`src/uart2_pkg.sv`:
```
// Constants, field positions and state types of the second serial port
package uart2_pkg;

  // Special-function register addresses on the core's SFR port
  localparam logic [7:0] ADDR_CONTROL = 8'hE1;
  localparam logic [7:0] ADDR_BUFFER  = 8'hEB;
  localparam logic [7:0] ADDR_BAUD    = 8'hEE;

  // Values after reset
  localparam logic [7:0] CONTROL_RESET = 8'h00;
  localparam logic [7:0] BUFFER_RESET  = 8'h00;
  localparam logic [7:0] BAUD_RESET    = 8'h00;
  localparam logic [7:0] READ_IDLE     = 8'h00;

  // Control register field positions
  localparam int CTL_NINE_BIT  = 6;
  localparam int CTL_OVERRUN   = 5;
  localparam int CTL_FRAMING   = 4;
  localparam int CTL_BREAK     = 3;
  localparam int CTL_RX_ENABLE = 2;
  localparam int CTL_TX_DONE   = 1;
  localparam int CTL_RX_DONE   = 0;

  // Baud control register field positions
  localparam int BAUD_TX_NINTH  = 7;
  localparam int BAUD_RX_NINTH  = 6;
  localparam int BAUD_FRAC_SEL  = 5;
  localparam int BAUD_EXT_HI    = 4;
  localparam int BAUD_EXT_LO    = 3;
  localparam int BAUD_DIV_HI    = 2;
  localparam int BAUD_DIV_LO    = 0;

  // Fractional divider values picked by fraction_select
  localparam logic [5:0] FRAC_WHEN_SET   = 6'h2B;
  localparam logic [5:0] FRAC_WHEN_CLEAR = 6'h07;
  // Phase step of the baud accumulator (the fraction denominator)
  localparam logic [17:0] PHASE_STEP     = 18'h00040;

  // Oversampling counts in baud ticks, and frame counts in bits
  localparam logic [3:0] TICK_LAST   = 4'hF;  // 16 ticks per bit
  localparam logic [3:0] TICK_MID    = 4'h7;  // Start bit midpoint
  localparam logic [7:0] BREAK_TICKS = 8'hA8; // 10.5 bits of 16 ticks
  localparam logic [3:0] DATA_BITS_8 = 4'h8;
  localparam logic [3:0] DATA_BITS_9 = 4'h9;
  localparam logic [3:0] FRAME_LEN_8 = 4'hA;
  localparam logic [3:0] FRAME_LEN_9 = 4'hB;
  localparam logic [3:0] TX_DONE_BIT = 4'h8;  // Index of last of eight data bits

  typedef enum logic [3:0] {
    RX_IDLE  = 4'h1,
    RX_START = 4'h2,
    RX_BITS  = 4'h4,
    RX_BREAK = 4'h8
  } rx_state_t;

  typedef enum logic [1:0] {
    TX_IDLE  = 2'h1,
    TX_SHIFT = 2'h2
  } tx_state_t;

endpackage : uart2_pkg

```
`src/baud_if.sv`:
```
// Baud timer settings and oversampling tick between port and timer
`timescale 1ns/100ps
interface baud_if;
  logic [2:0] binary_divider;
  logic [1:0] extended_divider;
  logic       fraction_select;
  logic       tick;

  modport timer (input binary_divider, input extended_divider, input fraction_select, output tick);
  modport user  (output binary_divider, output extended_divider, output fraction_select, input tick);
endinterface : baud_if

```
`src/baud_timer.sv`:
```
// Fractional baud timer producing the sixteen-times oversampling tick
`timescale 1ns/100ps
module baud_timer (
  // Clock and reset
  input  wire logic mclk,
  input  wire logic reset_n,
  // Settings in, tick out
  baud_if.timer     bif
);

  logic [17:0] phase_r;
  logic        tick_r;
  wire  [3:0]  shift_amt;
  wire  [5:0]  frac;
  wire  [17:0] threshold;
  wire  [17:0] phase_sum;
  wire         wrap;
  wire         stale;

  // Period of one tick is 2^n * (1 + frac/64) core cycles
  assign shift_amt = {1'b0, bif.binary_divider} + {2'b00, bif.extended_divider};
  assign frac      = bif.fraction_select ? uart2_pkg::FRAC_WHEN_SET
                                         : uart2_pkg::FRAC_WHEN_CLEAR;
  assign threshold = {11'h000, 1'b1, frac} << shift_amt;
  assign phase_sum = phase_r + uart2_pkg::PHASE_STEP;
  assign wrap      = phase_sum >= threshold;
  // Phase left above a newly shortened period restarts at zero instead of bursting ticks
  assign stale     = phase_r >= threshold;

  // Accumulator keeps the remainder so the fraction does not drift
  always_ff @(posedge mclk or negedge reset_n) begin
    if (!reset_n) begin
      phase_r <= 18'h00000;
      tick_r  <= 1'b0;
    end else begin
      phase_r <= stale ? 18'h00000 : wrap ? phase_sum - threshold : phase_sum;
      tick_r  <= wrap & ~stale;
    end
  end

  assign bif.tick = tick_r;

endmodule : baud_timer

```
`src/uart2_core.sv`:
```
// Second serial port: SFR file, transmitter, receiver and error flags
`timescale 1ns/100ps
module uart2_core (
  // Clock and reset
  input  wire logic       mclk,
  input  wire logic       reset_n,
  // Core SFR port
  input  wire logic [7:0] sfr_addr,
  input  wire logic [7:0] sfr_wdata,
  input  wire logic       sfr_wr,
  input  wire logic       sfr_rd,
  output logic      [7:0] sfr_rdata,
  // Extended mode from the system configuration register
  input  wire logic       extended_mode_enable,
  // Serial pins
  input  wire logic       serial_in_pin,
  output logic            serial_out_pin
);

  baud_if bif ();

  // Register state
  logic [7:0]            control_r;
  logic [7:0]            control_nxt;
  logic [7:0]            baud_r;
  logic [7:0]            baud_nxt;
  logic [7:0]            rx_buffer_r;
  logic [7:0]            rdata_r;

  // Receiver state
  uart2_pkg::rx_state_t  rx_state_r;
  uart2_pkg::rx_state_t  rx_state_nxt;
  logic                  rx_s1_r;
  logic                  rx_s2_r;
  logic                  rx_s3_r;
  logic                  rx_line_r;
  logic [3:0]            rx_sub_r;
  logic [3:0]            rx_cnt_r;
  logic [8:0]            rx_shift_r;
  logic [7:0]            low_cnt_r;

  // Transmitter state
  uart2_pkg::tx_state_t  tx_state_r;
  logic [10:0]           tx_shift_r;
  logic [3:0]            tx_sub_r;
  logic [3:0]            tx_cnt_r;
  logic [3:0]            tx_len_r;
  logic                  tx_out_r;

  // Field views
  wire nine_bit_select = control_r[uart2_pkg::CTL_NINE_BIT];
  wire overrun_flag    = control_r[uart2_pkg::CTL_OVERRUN];
  wire rx_enable_bit   = control_r[uart2_pkg::CTL_RX_ENABLE];
  wire rx_done_flag    = control_r[uart2_pkg::CTL_RX_DONE];
  wire tx_ninth_bit    = baud_r[uart2_pkg::BAUD_TX_NINTH];

  // Address decode for the three SFRs
  wire sel_control = sfr_addr == uart2_pkg::ADDR_CONTROL;
  wire sel_buffer  = sfr_addr == uart2_pkg::ADDR_BUFFER;
  wire sel_baud    = sfr_addr == uart2_pkg::ADDR_BAUD;
  wire wr_control  = sfr_wr & sel_control;
  wire wr_buffer   = sfr_wr & sel_buffer;
  wire wr_baud     = sfr_wr & sel_baud;

  // Baud timer settings and tick
  assign bif.binary_divider   = baud_r[uart2_pkg::BAUD_DIV_HI:uart2_pkg::BAUD_DIV_LO];
  assign bif.extended_divider = baud_r[uart2_pkg::BAUD_EXT_HI:uart2_pkg::BAUD_EXT_LO];
  assign bif.fraction_select  = baud_r[uart2_pkg::BAUD_FRAC_SEL];
  wire tick = bif.tick;

  baud_timer u_baud_timer (
    .mclk    (mclk),
    .reset_n (reset_n),
    .bif     (bif)
  );

  // ---------------- Receiver ----------------

  // Filtered line changes only once two late stages agree
  wire rx_stable   = rx_s2_r == rx_s3_r;
  wire rx_fall     = rx_line_r & rx_stable & ~rx_s3_r;
  wire [3:0] rx_data_n = nine_bit_select ? uart2_pkg::DATA_BITS_9 : uart2_pkg::DATA_BITS_8;
  wire rx_bit_end  = tick & (rx_sub_r == uart2_pkg::TICK_LAST);
  wire rx_mid      = tick & (rx_sub_r == uart2_pkg::TICK_MID);
  wire rx_stop_smp = (rx_state_r == uart2_pkg::RX_BITS) & rx_bit_end & (rx_cnt_r == rx_data_n);
  wire stop_bit    = rx_line_r;
  wire [7:0] rx_byte = nine_bit_select ? rx_shift_r[7:0] : rx_shift_r[8:1];
  wire rx_ninth    = nine_bit_select ? rx_shift_r[8] : stop_bit;
  // Data bits shift in until the count reaches the frame's width
  wire rx_shift_en = (rx_state_r == uart2_pkg::RX_BITS) & rx_bit_end & (rx_cnt_r != rx_data_n);

  // Held byte is replaced only when empty or in extended mode
  wire rx_arrive   = rx_stop_smp;
  wire rx_accept   = rx_arrive & (~rx_done_flag | extended_mode_enable);
  wire rx_lost     = rx_arrive & rx_done_flag;
  wire brk_long    = (rx_state_r == uart2_pkg::RX_BREAK) & (low_cnt_r > uart2_pkg::BREAK_TICKS);
  wire brk_short   = (rx_state_r == uart2_pkg::RX_BREAK) & rx_line_r;

  // Receiver sequencing
  always_comb begin
    rx_state_nxt = rx_state_r;
    unique case (rx_state_r)
      uart2_pkg::RX_IDLE: begin
        if (rx_fall && rx_enable_bit) begin
          rx_state_nxt = uart2_pkg::RX_START;
        end
      end
      uart2_pkg::RX_START: begin
        if (rx_mid) begin
          rx_state_nxt = rx_line_r ? uart2_pkg::RX_IDLE : uart2_pkg::RX_BITS;
        end
      end
      uart2_pkg::RX_BITS: begin
        if (rx_stop_smp) begin
          rx_state_nxt = stop_bit ? uart2_pkg::RX_IDLE : uart2_pkg::RX_BREAK;
        end
      end
      uart2_pkg::RX_BREAK: begin
        if (brk_long || brk_short) begin
          rx_state_nxt = uart2_pkg::RX_IDLE;
        end
      end
    endcase
  end

  // Three-stage input synchroniser and filtered line
  always_ff @(posedge mclk or negedge reset_n) begin
    if (!reset_n) begin
      rx_s1_r   <= 1'b1;
      rx_s2_r   <= 1'b1;
      rx_s3_r   <= 1'b1;
      rx_line_r <= 1'b1;
    end else begin
      rx_s1_r <= serial_in_pin;
      rx_s2_r <= rx_s1_r;
      rx_s3_r <= rx_s2_r;
      if (rx_stable) begin
        rx_line_r <= rx_s3_r;
      end
    end
  end

  // Receiver state register
  always_ff @(posedge mclk or negedge reset_n) begin
    if (!reset_n) begin
      rx_state_r <= uart2_pkg::RX_IDLE;
    end else begin
      rx_state_r <= rx_state_nxt;
    end
  end

  // Oversampling counter; restarting at the start midpoint keeps later samples centred
  always_ff @(posedge mclk or negedge reset_n) begin
    if (!reset_n) begin
      rx_sub_r <= 4'h0;
    end else if (rx_state_r == uart2_pkg::RX_IDLE) begin
      rx_sub_r <= 4'h0;
    end else if (rx_state_r == uart2_pkg::RX_START && rx_mid) begin
      rx_sub_r <= 4'h0;                    // Realign to bit middle
    end else if (tick) begin
      rx_sub_r <= rx_sub_r + 4'h1;
    end
  end

  // Bit counter and shift register
  always_ff @(posedge mclk or negedge reset_n) begin
    if (!reset_n) begin
      rx_cnt_r   <= 4'h0;
      rx_shift_r <= 9'h000;
    end else if (rx_state_r == uart2_pkg::RX_IDLE) begin
      rx_cnt_r <= 4'h0;
    end else if (rx_shift_en) begin
      rx_shift_r <= {rx_line_r, rx_shift_r[8:1]}; // LSB arrives first
      rx_cnt_r   <= rx_cnt_r + 4'h1;
    end
  end

  // Low-time counter for break detection, saturating
  always_ff @(posedge mclk or negedge reset_n) begin
    if (!reset_n) begin
      low_cnt_r <= 8'h00;
    end else if (rx_line_r) begin
      low_cnt_r <= 8'h00;
    end else if (tick && low_cnt_r != 8'hFF) begin
      low_cnt_r <= low_cnt_r + 8'h01;
    end
  end

  // Receive holding buffer, separate from transmit data
  always_ff @(posedge mclk or negedge reset_n) begin
    if (!reset_n) begin
      rx_buffer_r <= uart2_pkg::BUFFER_RESET;
    end else if (rx_accept) begin
      rx_buffer_r <= rx_byte;
    end
  end

  // ---------------- Transmitter ----------------

  // Writes while a frame is going out are ignored, which avoids a torn frame
  wire tx_start   = wr_buffer & (tx_state_r == uart2_pkg::TX_IDLE);
  wire tx_bit_end = (tx_state_r == uart2_pkg::TX_SHIFT) & tick & (tx_sub_r == uart2_pkg::TICK_LAST);
  wire tx_last    = tx_bit_end & (tx_cnt_r == tx_len_r - 4'h1);
  wire tx_done    = tx_bit_end & (tx_cnt_r == uart2_pkg::TX_DONE_BIT);
  wire tx_ninth   = nine_bit_select ? tx_ninth_bit : 1'b1;

  // Shift register, bit count and line level
  always_ff @(posedge mclk or negedge reset_n) begin
    if (!reset_n) begin
      tx_state_r <= uart2_pkg::TX_IDLE;
      tx_shift_r <= 11'h7FF;
      tx_cnt_r   <= 4'h0;
      tx_len_r   <= uart2_pkg::FRAME_LEN_8;
      tx_out_r   <= 1'b1;
    end else if (tx_start) begin
      // Stop, ninth, data, start; low bit goes out first
      tx_shift_r <= {1'b1, tx_ninth, sfr_wdata, 1'b0};
      tx_len_r   <= nine_bit_select ? uart2_pkg::FRAME_LEN_9 : uart2_pkg::FRAME_LEN_8;
      tx_cnt_r   <= 4'h0;
      tx_out_r   <= 1'b0;
      tx_state_r <= uart2_pkg::TX_SHIFT;
    end else if (tx_last) begin
      tx_out_r   <= 1'b1;
      tx_state_r <= uart2_pkg::TX_IDLE;
    end else if (tx_bit_end) begin
      tx_shift_r <= {1'b1, tx_shift_r[10:1]};
      tx_out_r   <= tx_shift_r[1];
      tx_cnt_r   <= tx_cnt_r + 4'h1;
    end
  end

  // Tick counter within the current transmit bit
  always_ff @(posedge mclk or negedge reset_n) begin
    if (!reset_n) begin
      tx_sub_r <= 4'h0;
    end else if (tx_start || tx_bit_end) begin
      tx_sub_r <= 4'h0;
    end else if (tick && tx_state_r == uart2_pkg::TX_SHIFT) begin
      tx_sub_r <= tx_sub_r + 4'h1;
    end
  end

  // ---------------- Registers ----------------

  // Control register: hardware sets win over a software write in the same cycle
  always_comb begin
    control_nxt = control_r;
    if (wr_control) begin
      control_nxt[uart2_pkg::CTL_NINE_BIT]  = sfr_wdata[uart2_pkg::CTL_NINE_BIT];
      control_nxt[uart2_pkg::CTL_RX_ENABLE] = sfr_wdata[uart2_pkg::CTL_RX_ENABLE];
      control_nxt[uart2_pkg::CTL_TX_DONE]   = sfr_wdata[uart2_pkg::CTL_TX_DONE];
      control_nxt[uart2_pkg::CTL_RX_DONE]   = sfr_wdata[uart2_pkg::CTL_RX_DONE];
      // Writing one leaves the overrun flag alone; only zero clears it
      control_nxt[uart2_pkg::CTL_OVERRUN]   = overrun_flag & sfr_wdata[uart2_pkg::CTL_OVERRUN];
    end
    if (rx_lost) begin
      control_nxt[uart2_pkg::CTL_OVERRUN] = 1'b1;
    end
    if (rx_arrive) begin
      control_nxt[uart2_pkg::CTL_FRAMING] = ~stop_bit;
      if (stop_bit) begin
        control_nxt[uart2_pkg::CTL_BREAK] = 1'b0;
      end
    end
    // A break ends either by a long low or by the line rising
    if (brk_long) begin
      control_nxt[uart2_pkg::CTL_BREAK] = 1'b1;
    end else if (brk_short) begin
      control_nxt[uart2_pkg::CTL_BREAK] = 1'b0;
    end
    if (rx_accept) begin
      control_nxt[uart2_pkg::CTL_RX_DONE] = 1'b1;
    end
    if (tx_done) begin
      control_nxt[uart2_pkg::CTL_TX_DONE] = 1'b1;
    end
    control_nxt[7] = 1'b0;                                 // Reserved reads zero
  end

  // Baud control register: received ninth bit is hardware-only
  always_comb begin
    baud_nxt = baud_r;
    if (wr_baud) begin
      baud_nxt = sfr_wdata;
      baud_nxt[uart2_pkg::BAUD_RX_NINTH] = baud_r[uart2_pkg::BAUD_RX_NINTH];
    end
    if (rx_accept) begin
      baud_nxt[uart2_pkg::BAUD_RX_NINTH] = rx_ninth;
    end
  end

  // Register file state
  always_ff @(posedge mclk or negedge reset_n) begin
    if (!reset_n) begin
      control_r <= uart2_pkg::CONTROL_RESET;
      baud_r    <= uart2_pkg::BAUD_RESET;
    end else begin
      control_r <= control_nxt;
      baud_r    <= baud_nxt;
    end
  end

  // Read mux; unmapped addresses read zero, data is valid the cycle after
  wire [7:0] rd_mux = sel_control ? control_r :
                      sel_buffer  ? rx_buffer_r :
                      sel_baud    ? baud_r :
                                    uart2_pkg::READ_IDLE;

  always_ff @(posedge mclk or negedge reset_n) begin
    if (!reset_n) begin
      rdata_r <= uart2_pkg::READ_IDLE;
    end else if (sfr_rd) begin
      rdata_r <= rd_mux;
    end
  end

  // Both outputs come straight from flip-flops
  assign sfr_rdata      = rdata_r;
  assign serial_out_pin = tx_out_r;

endmodule : uart2_core

```
`config.mk`:
```
export PLATFORM = sky130hd
export DESIGN_NAME = uart2_core
export DESIGN_NICKNAME = d
export VERILOG_FILES = /design/src/uart2_pkg.sv /design/src/baud_if.sv /design/src/baud_timer.sv /design/src/uart2_core.sv
export SDC_FILE = /design/constraint.sdc
export NUM_CORES = 1
export LEC_CHECK = 0
export ABC_CLOCK_PERIOD_IN_PS = 8950
export BUFFER_PORTS_ARGS = -buffer_cell sky130_fd_sc_hd__clkbuf_2
export CAP_MARGIN = 20
export CORE_MARGIN = 4
export CORE_UTILIZATION = 62
export DETAILED_ROUTE_END_ITERATION = 6
export GPL_ROUTABILITY_DRIVEN = 1
export GPL_TIMING_DRIVEN = 0
export PLACE_DENSITY = 0.8
export RECOVER_POWER = 50
export SLEW_MARGIN = 0
export SYNTH_ARGS = -nofsm -noshare
export SYNTH_HDL_FRONTEND = slang
export SYNTH_SLANG_ARGS = --single-unit
```
`constraint.sdc`:
```
create_clock -name mclk -period 8.95 [get_ports mclk]
set_clock_uncertainty 0.15 [all_clocks]
set_input_delay 0.4475 -clock mclk [delete_from_list [all_inputs] [get_ports mclk]]
set_output_delay 0.4475 -clock mclk [all_outputs]
set_load 0.005 [all_outputs]
```
* After elaboration in Yosys (flattened, before gate mapping) *
Index checks and enable logic that the tools add are counted.

cells by class
  shift operators = 1
  mux-type cells = 48
  equality and inequality tests = 23
  $lt $le $gt $ge = 3
  reductions and logical operators = 22
  add/subtract/negate cells = 9
  bitwise logic cells = 27

operator list
  kind                                                  count
  2-to-1 mux 4 bit                                      15
  2-to-1 mux 8 bit                                      6
  >= comparator 18 bit                                  2
  2-to-1 mux 18 bit                                     2
  2-to-1 mux 11 bit                                     3
  equality test 8 bit (second input constant)           3
  AND 1 bit                                             21
  adder 18 x 7 -> 18 bit (second input constant)        1
  left shift 7 x 4 -> 18 bit                            1
  subtractor 18 bit                                     1
  adder 4 x 1 -> 4 bit (second input constant)          4
  equality test 4 bit (second input constant)           4
  2-to-1 mux 1 bit                                      16
  one-hot mux 4 bit (4 select lines)                    1
  nonzero test 2 bit                                    8
  nonzero test 3 bit                                    4
  adder 8 x 1 -> 8 bit (second input constant)          1
  equality test 4 x 3 -> 1 bit (second input constant)  2
  equality test 4 bit                                   2
  > comparator 8 bit (second input constant)            1
  != test 2 bit (second input constant)                 4
  != test 8 bit (second input constant)                 1
  2-to-1 mux 2 bit                                      3
  2-to-1 mux 6 bit                                      1
  other kinds (16)                                      26

word-level totals
  word-level logic and storage cells = 160
  input port bits = 22
  register bits after elaboration = 109
  output and inout port bits = 9

* Logic depth before layout (Yosys ltp) *
  depth after elaboration = 7
  gate-level depth with buffers = 18
  depth with buffers taken out = 17

* Cells and area by module *
A second synthesis with hierarchy kept.

unflattened totals
  cells, all modules = 769
  area, all modules = 7021.7 um2

modules (own cells, without submodules)
  module      area an instance (um2)  seq. area each (um2)  cells an instance  instances
  uart2_core  4161.5                  2147.1                401                1
  baud_timer  2860.2                  475.5                 368                1

* Least setup slack after synthesis *
OpenSTA, ideal clock, no wires.

  kind = register -> register
  start = register baud_r[0]
  end = register u_baud_timer.phase_r[13]
  setup time = 121 ps
  data required time = 8679 ps
  stages on the path, launching flop included = 18
  buffers on the path = 2
  period minus slack after synthesis = 3726 ps
  data arrival time = 3455 ps
  slack = 5224 ps
  cells stage by stage = dfrtp_1 > ha_1 > inv_1 > fa_1 > xor2_1 > clkbuf_1 > nand2_1 > o21ai_0 > a221oi_1 > ha_1 > buf_2 > a21oi_1 > o21ai_1 > a221o_1 > a21oi_1 > o21ai_2 > nor2b_1 > a22o_1

on the way
  longest elaborated chain between the ends = 5
  elaborated cells on any way between the ends = 7
  those cells by class = add/sub: 2; order compare: 2; shift: 1; mux: 2

ends and longest elaborated chain
  what                                                              RTL line                            source
  from (decl)                                                       uart2_core.sv:25                    logic [7:0] baud_r;
  from (signal assigned)                                            uart2_core.sv:296                   baud_r <= uart2_pkg::BAUD_RESET;
  from (signal assigned)                                            uart2_core.sv:299                   baud_r <= baud_nxt;
  adder 3 x 2 -> 4 bit (*)                                          baud_timer.sv:21                    assign shift_amt = {1'b0, bif.binary_divider} + {2'b00, bif.extended_divider};
  left shift 7 x 4 -> 18 bit (*)                                    baud_timer.sv:24                    assign threshold = {11'h000, 1'b1, frac} << shift_amt;
  subtractor 18 bit / >= comparator 18 bit (equally long branches)  baud_timer.sv:36, baud_timer.sv:26
  2-to-1 mux 18 bit                                                 baud_timer.sv:36                    phase_r <= stale ? 18'h00000 : wrap ? phase_sum - threshold : phase_sum;
  2-to-1 mux 18 bit (*)                                             baud_timer.sv:36
  to (signal assigned)                                              baud_timer.sv:36
  to (decl)                                                         baud_timer.sv:11                    logic [17:0] phase_r;

Mark *: on every way between the ends. The rest lies on a longest branch, timed or not.
A chain may end at the register's enable or synchronous reset.

==> metrics.txt <==
gpl congestion 0.9322; gr usage total 0.2471; Hold Vio Cnt, Final 0; Syn Area/Cell 9.393 µm²; initial core utilization 0.6351; post-layout instance area 7086 µm²; P&R area growth vs syn 8.073%; Clock Power Share 0.173; Vias/cell 5.935; CORE AREA 10320 µm²; Netlist cell types 70; clk_lat worst skew 0.39 ns; sequential element share of the synthesized area 0.4000; Max-slew headroom -1.390; Synth Area in Compound Gates 0.1466; Crit Path Category primary input to async pin; WL/cell 16.55 µm; status complete, but fails checks; Final Power 0.001722 W; VDD IR-drop max 0.1584 mV; synthesized cell area 6556 µm²; failing checks max-capacitance violations, max-slew violations; Setup crit end kind async pin; storage element area 2623 µm²; CP peak stage delay 2.62 ns; H-tree lvl count 3; slowest stage cell on the critical path clkbuf_1; Post CTS Setup Buffer Count 0; reg-to-reg endpoint u_baud_timer.phase_r[4]; Placed Cells incl. Taps 864; Multi-input gate area 3705 µm²; drt initial violations 391; crit path setup slack, layout 3.484 ns; Root Driver clkbuf_8; Final min period 5.466 ns; adder-cell share of the synthesized area 0.08435; pin count of the biggest net entering global routing 71; top-area cell type share of the netlist area 0.3359; mux cell area share after synthesis 0.08836; Pint 0.0009866 W; cts repair resizes 0; startpoint types primary input; Syn. warnings 0; maximum clock rate 0.1829 GHz; Final period util 0.6108; post-synthesis simple-gate area fraction 0.1870; # DRC 0; Worst EP required 8.50 ns; static leakage 3.300 nW; DPL Wire Length 10.96 mm; Port Buffers 29; CTS max path bufs 2; top cell type by total area after synthesis dfrtp_1; top cells by area, synth dfrtp_1 34%, ha_1 7.8%, dfstp_2 6.4%; post-synthesis register bit count 104; worst-margin pin slew 3.584 ns; R2R Setup Slk 4.38 ns; post-synthesis async set-or-reset flop share 1.000; PwrDens 243.0 nW/µm²; Final ANT Viol Nets 0; Std-Cell Rows 37; GRT overflow 0; WP data arrival 5.02 ns; die footprint 12280 µm²; Fin Setup TNS 0 ns; Worst-path clk slew 0.11 ns; hold path endpoint tx_shift_r[8]; Placed Area 6902 µm²; Layout Nets 806; RSZ-0062 raised after global routing false; worst min-delay path startpoint sfr_wdata[7]; delay-heaviest family, CP buffers and inverters; post-synthesis net count 763; switching share of power 0.4269; number of flops mapped to enable cells by yosys 0; vias in the first global route 5318; Crit path buffers/inverters 3; first-pass GRT wire length 25.13 mm; Sw Pwr 0.0007350 W; top-count cell post-synth nand2_1; Pre-antenna DRT Iters 7; Place WS 4.469 ns; Ant. Diodes 0; CP dominant cell by count clkbuf_1; clk sink count 104; final std cells w/o fill 882; Comb power frac 0.495; power share of the sequential group 0.332; ordered cell list for the critical path dlygate4sd3_1 > clkbuf_1 > clkbuf_1; Synth Instances 698; Final Max Slew Viols 107; CTS buffer count 9; XOR/XNOR Fraction of Synth Area 0.05878; routed via count 5235; synth cell count leaders 91 x nand2_1, 88 x dfrtp_1, 81 x nor2_1, 45 x a21oi_1, 41 x ha_1; combinational family with the most area after synthesis simple AND/OR/NAND/NOR gates; initial antenna violation count 0; Die X 110.8 µm; CTS tree done; Reg-to-Reg Start baud_r[3]; Final setup viols 0; fillcell total 790; routed wire length 14.60 mm; I/O Pins 31; Hold Path Depth 3; layout cells sized above 1 0.1434; worst min path class primary input to flop; reg2reg path depth 15; ys flop type dfrtp_1; Max Cap Viol 2; CP Max Fanout 70; height of the die 110.8 µm
-- what timing repair did --
item | 4_1_cts | 5_1_grt
endpoints found under the hold margin | 31 | 0
endpoints found under the setup margin | 0 | 0
hold buffers | 2 | 0
-- kinds of logic after synthesis --
| family | after synthesis |
|---|---|
| AO/OA/AOI/OAI | 149 |
| XOR/XNOR | 44 |
| adder cells (fa/ha/maj) | 43 |
| buffers and inverters | 47 |
| flip-flops | 104 |
| multiplexers | 51 |
| AND/OR/NAND/NOR | 260 |
-- sequential cells by signal, indices dropped and copies added (netlist names), 2 cells and up --
| signal | flops |
|---|---|
| baud_r | 8 |
| tx_shift_r | 9 |
| low_cnt_r | 8 |
| rx_buffer_r | 8 |
| rx_cnt_r | 4 |
| rx_sub_r | 4 |
| tx_state_r | 2 |
| rx_state_r | 4 |
| control_r | 7 |
| rx_shift_r | 9 |
| tx_cnt_r | 4 |
| sfr_rdata | 8 |
| u_baud_timer.phase_r | 18 |
| tx_sub_r | 4 |
-- power by group through the flow --
stage          combinational [W]  sequential [W]  clock [W]
6_report                0.000852        0.000572   0.000298
5_1_grt                 0.000949        0.000579   0.000327
4_1_cts                 0.000844        0.000571   0.000301
3_5_place_dp            0.000836        0.000580          0
3_3_place_gp            0.000807        0.000577          0
2_1_floorplan           0.000648        0.000568          0
-- layer usage --
metal | share of wire | track usage | up-vias
met5 | 0 | 0 | -
met4 | 0.017 | 0.06979 | 0
met3 | 0.052 | 0.05950 | 21
met2 | 0.48 | 0.4106 | 117
met1 | 0.45 | 0.3233 | 2546
li1 | - | - | 2551
-- layout by cell type (no fill, tap or decap), types with 4 or more instances in the layout --
cell	n
a222oi_1	7
nand3_1	26
xor2_1	19
ha_1	41
and3_1	9
clkbuf_8	9
nor2b_1	7
dfstp_2	15
mux2i_1	23
mux2_4	9
a21oi_1	45
o22ai_1	4
dfrtp_1	88
xnor2_1	25
a21o_1	8
nand2_1	91
inv_1	19
buf_2	4
clkbuf_1	23
buf_6	4
nand2b_1	9
mux2_2	19
clkbuf_2	24
nor2_1	81
a211oi_1	6
nor3_1	4
o21ai_0	40
a31oi_1	4
nand4_1	10
-- how the worst max path moves through the flow --
| stage | start | to | slack, ns | cells past startpoint |
|---|---|---|---|---|
| after floorplan | baud_r[0] | u_baud_timer.phase_r[13] | 5.22 | 17 |
| after global placement | baud_r[3] | u_baud_timer.phase_r[2] | 4.57 | 15 |
| after CTS | baud_r[3] | u_baud_timer.phase_r[6] | 4.44 | 15 |
| final | reset_n | rx_shift_r[0] | 3.48 | 3 |
| after detailed placement | baud_r[3] | u_baud_timer.phase_r[11] | 4.47 | 15 |
| after global routing | reset_n | rx_shift_r[0] | 2.29 | 3 |
-- metrics by stage --
stage	hold slack [ns]	utilization
after floorplan	0.001909	-
after global placement	0.2022	0.6656
after detailed placement	0.2033	0.6685
after CTS	0.1113	0.6896
after global routing	0.1186	0.6863
final	0.1237	0.6863
-- worst min-delay path: cells and delay by family --
family	cells	cell delay, ns
simple gates	1	0.05
compound gates	1	0.07
buf+inv	1	0.10
-- cell type report --
type                       instances  share of cell area
buffer                            27             0.02154
clock buffer                       9             0.01748
clock inverter                     7             0.01042
inverter                          20             0.01060
multi-input combinational        547              0.5229
sequential                       104              0.3701
tap                              136             0.02402
timing repair buffer              32             0.02296
No activity file was read; power rests on OpenSTA's default activity.
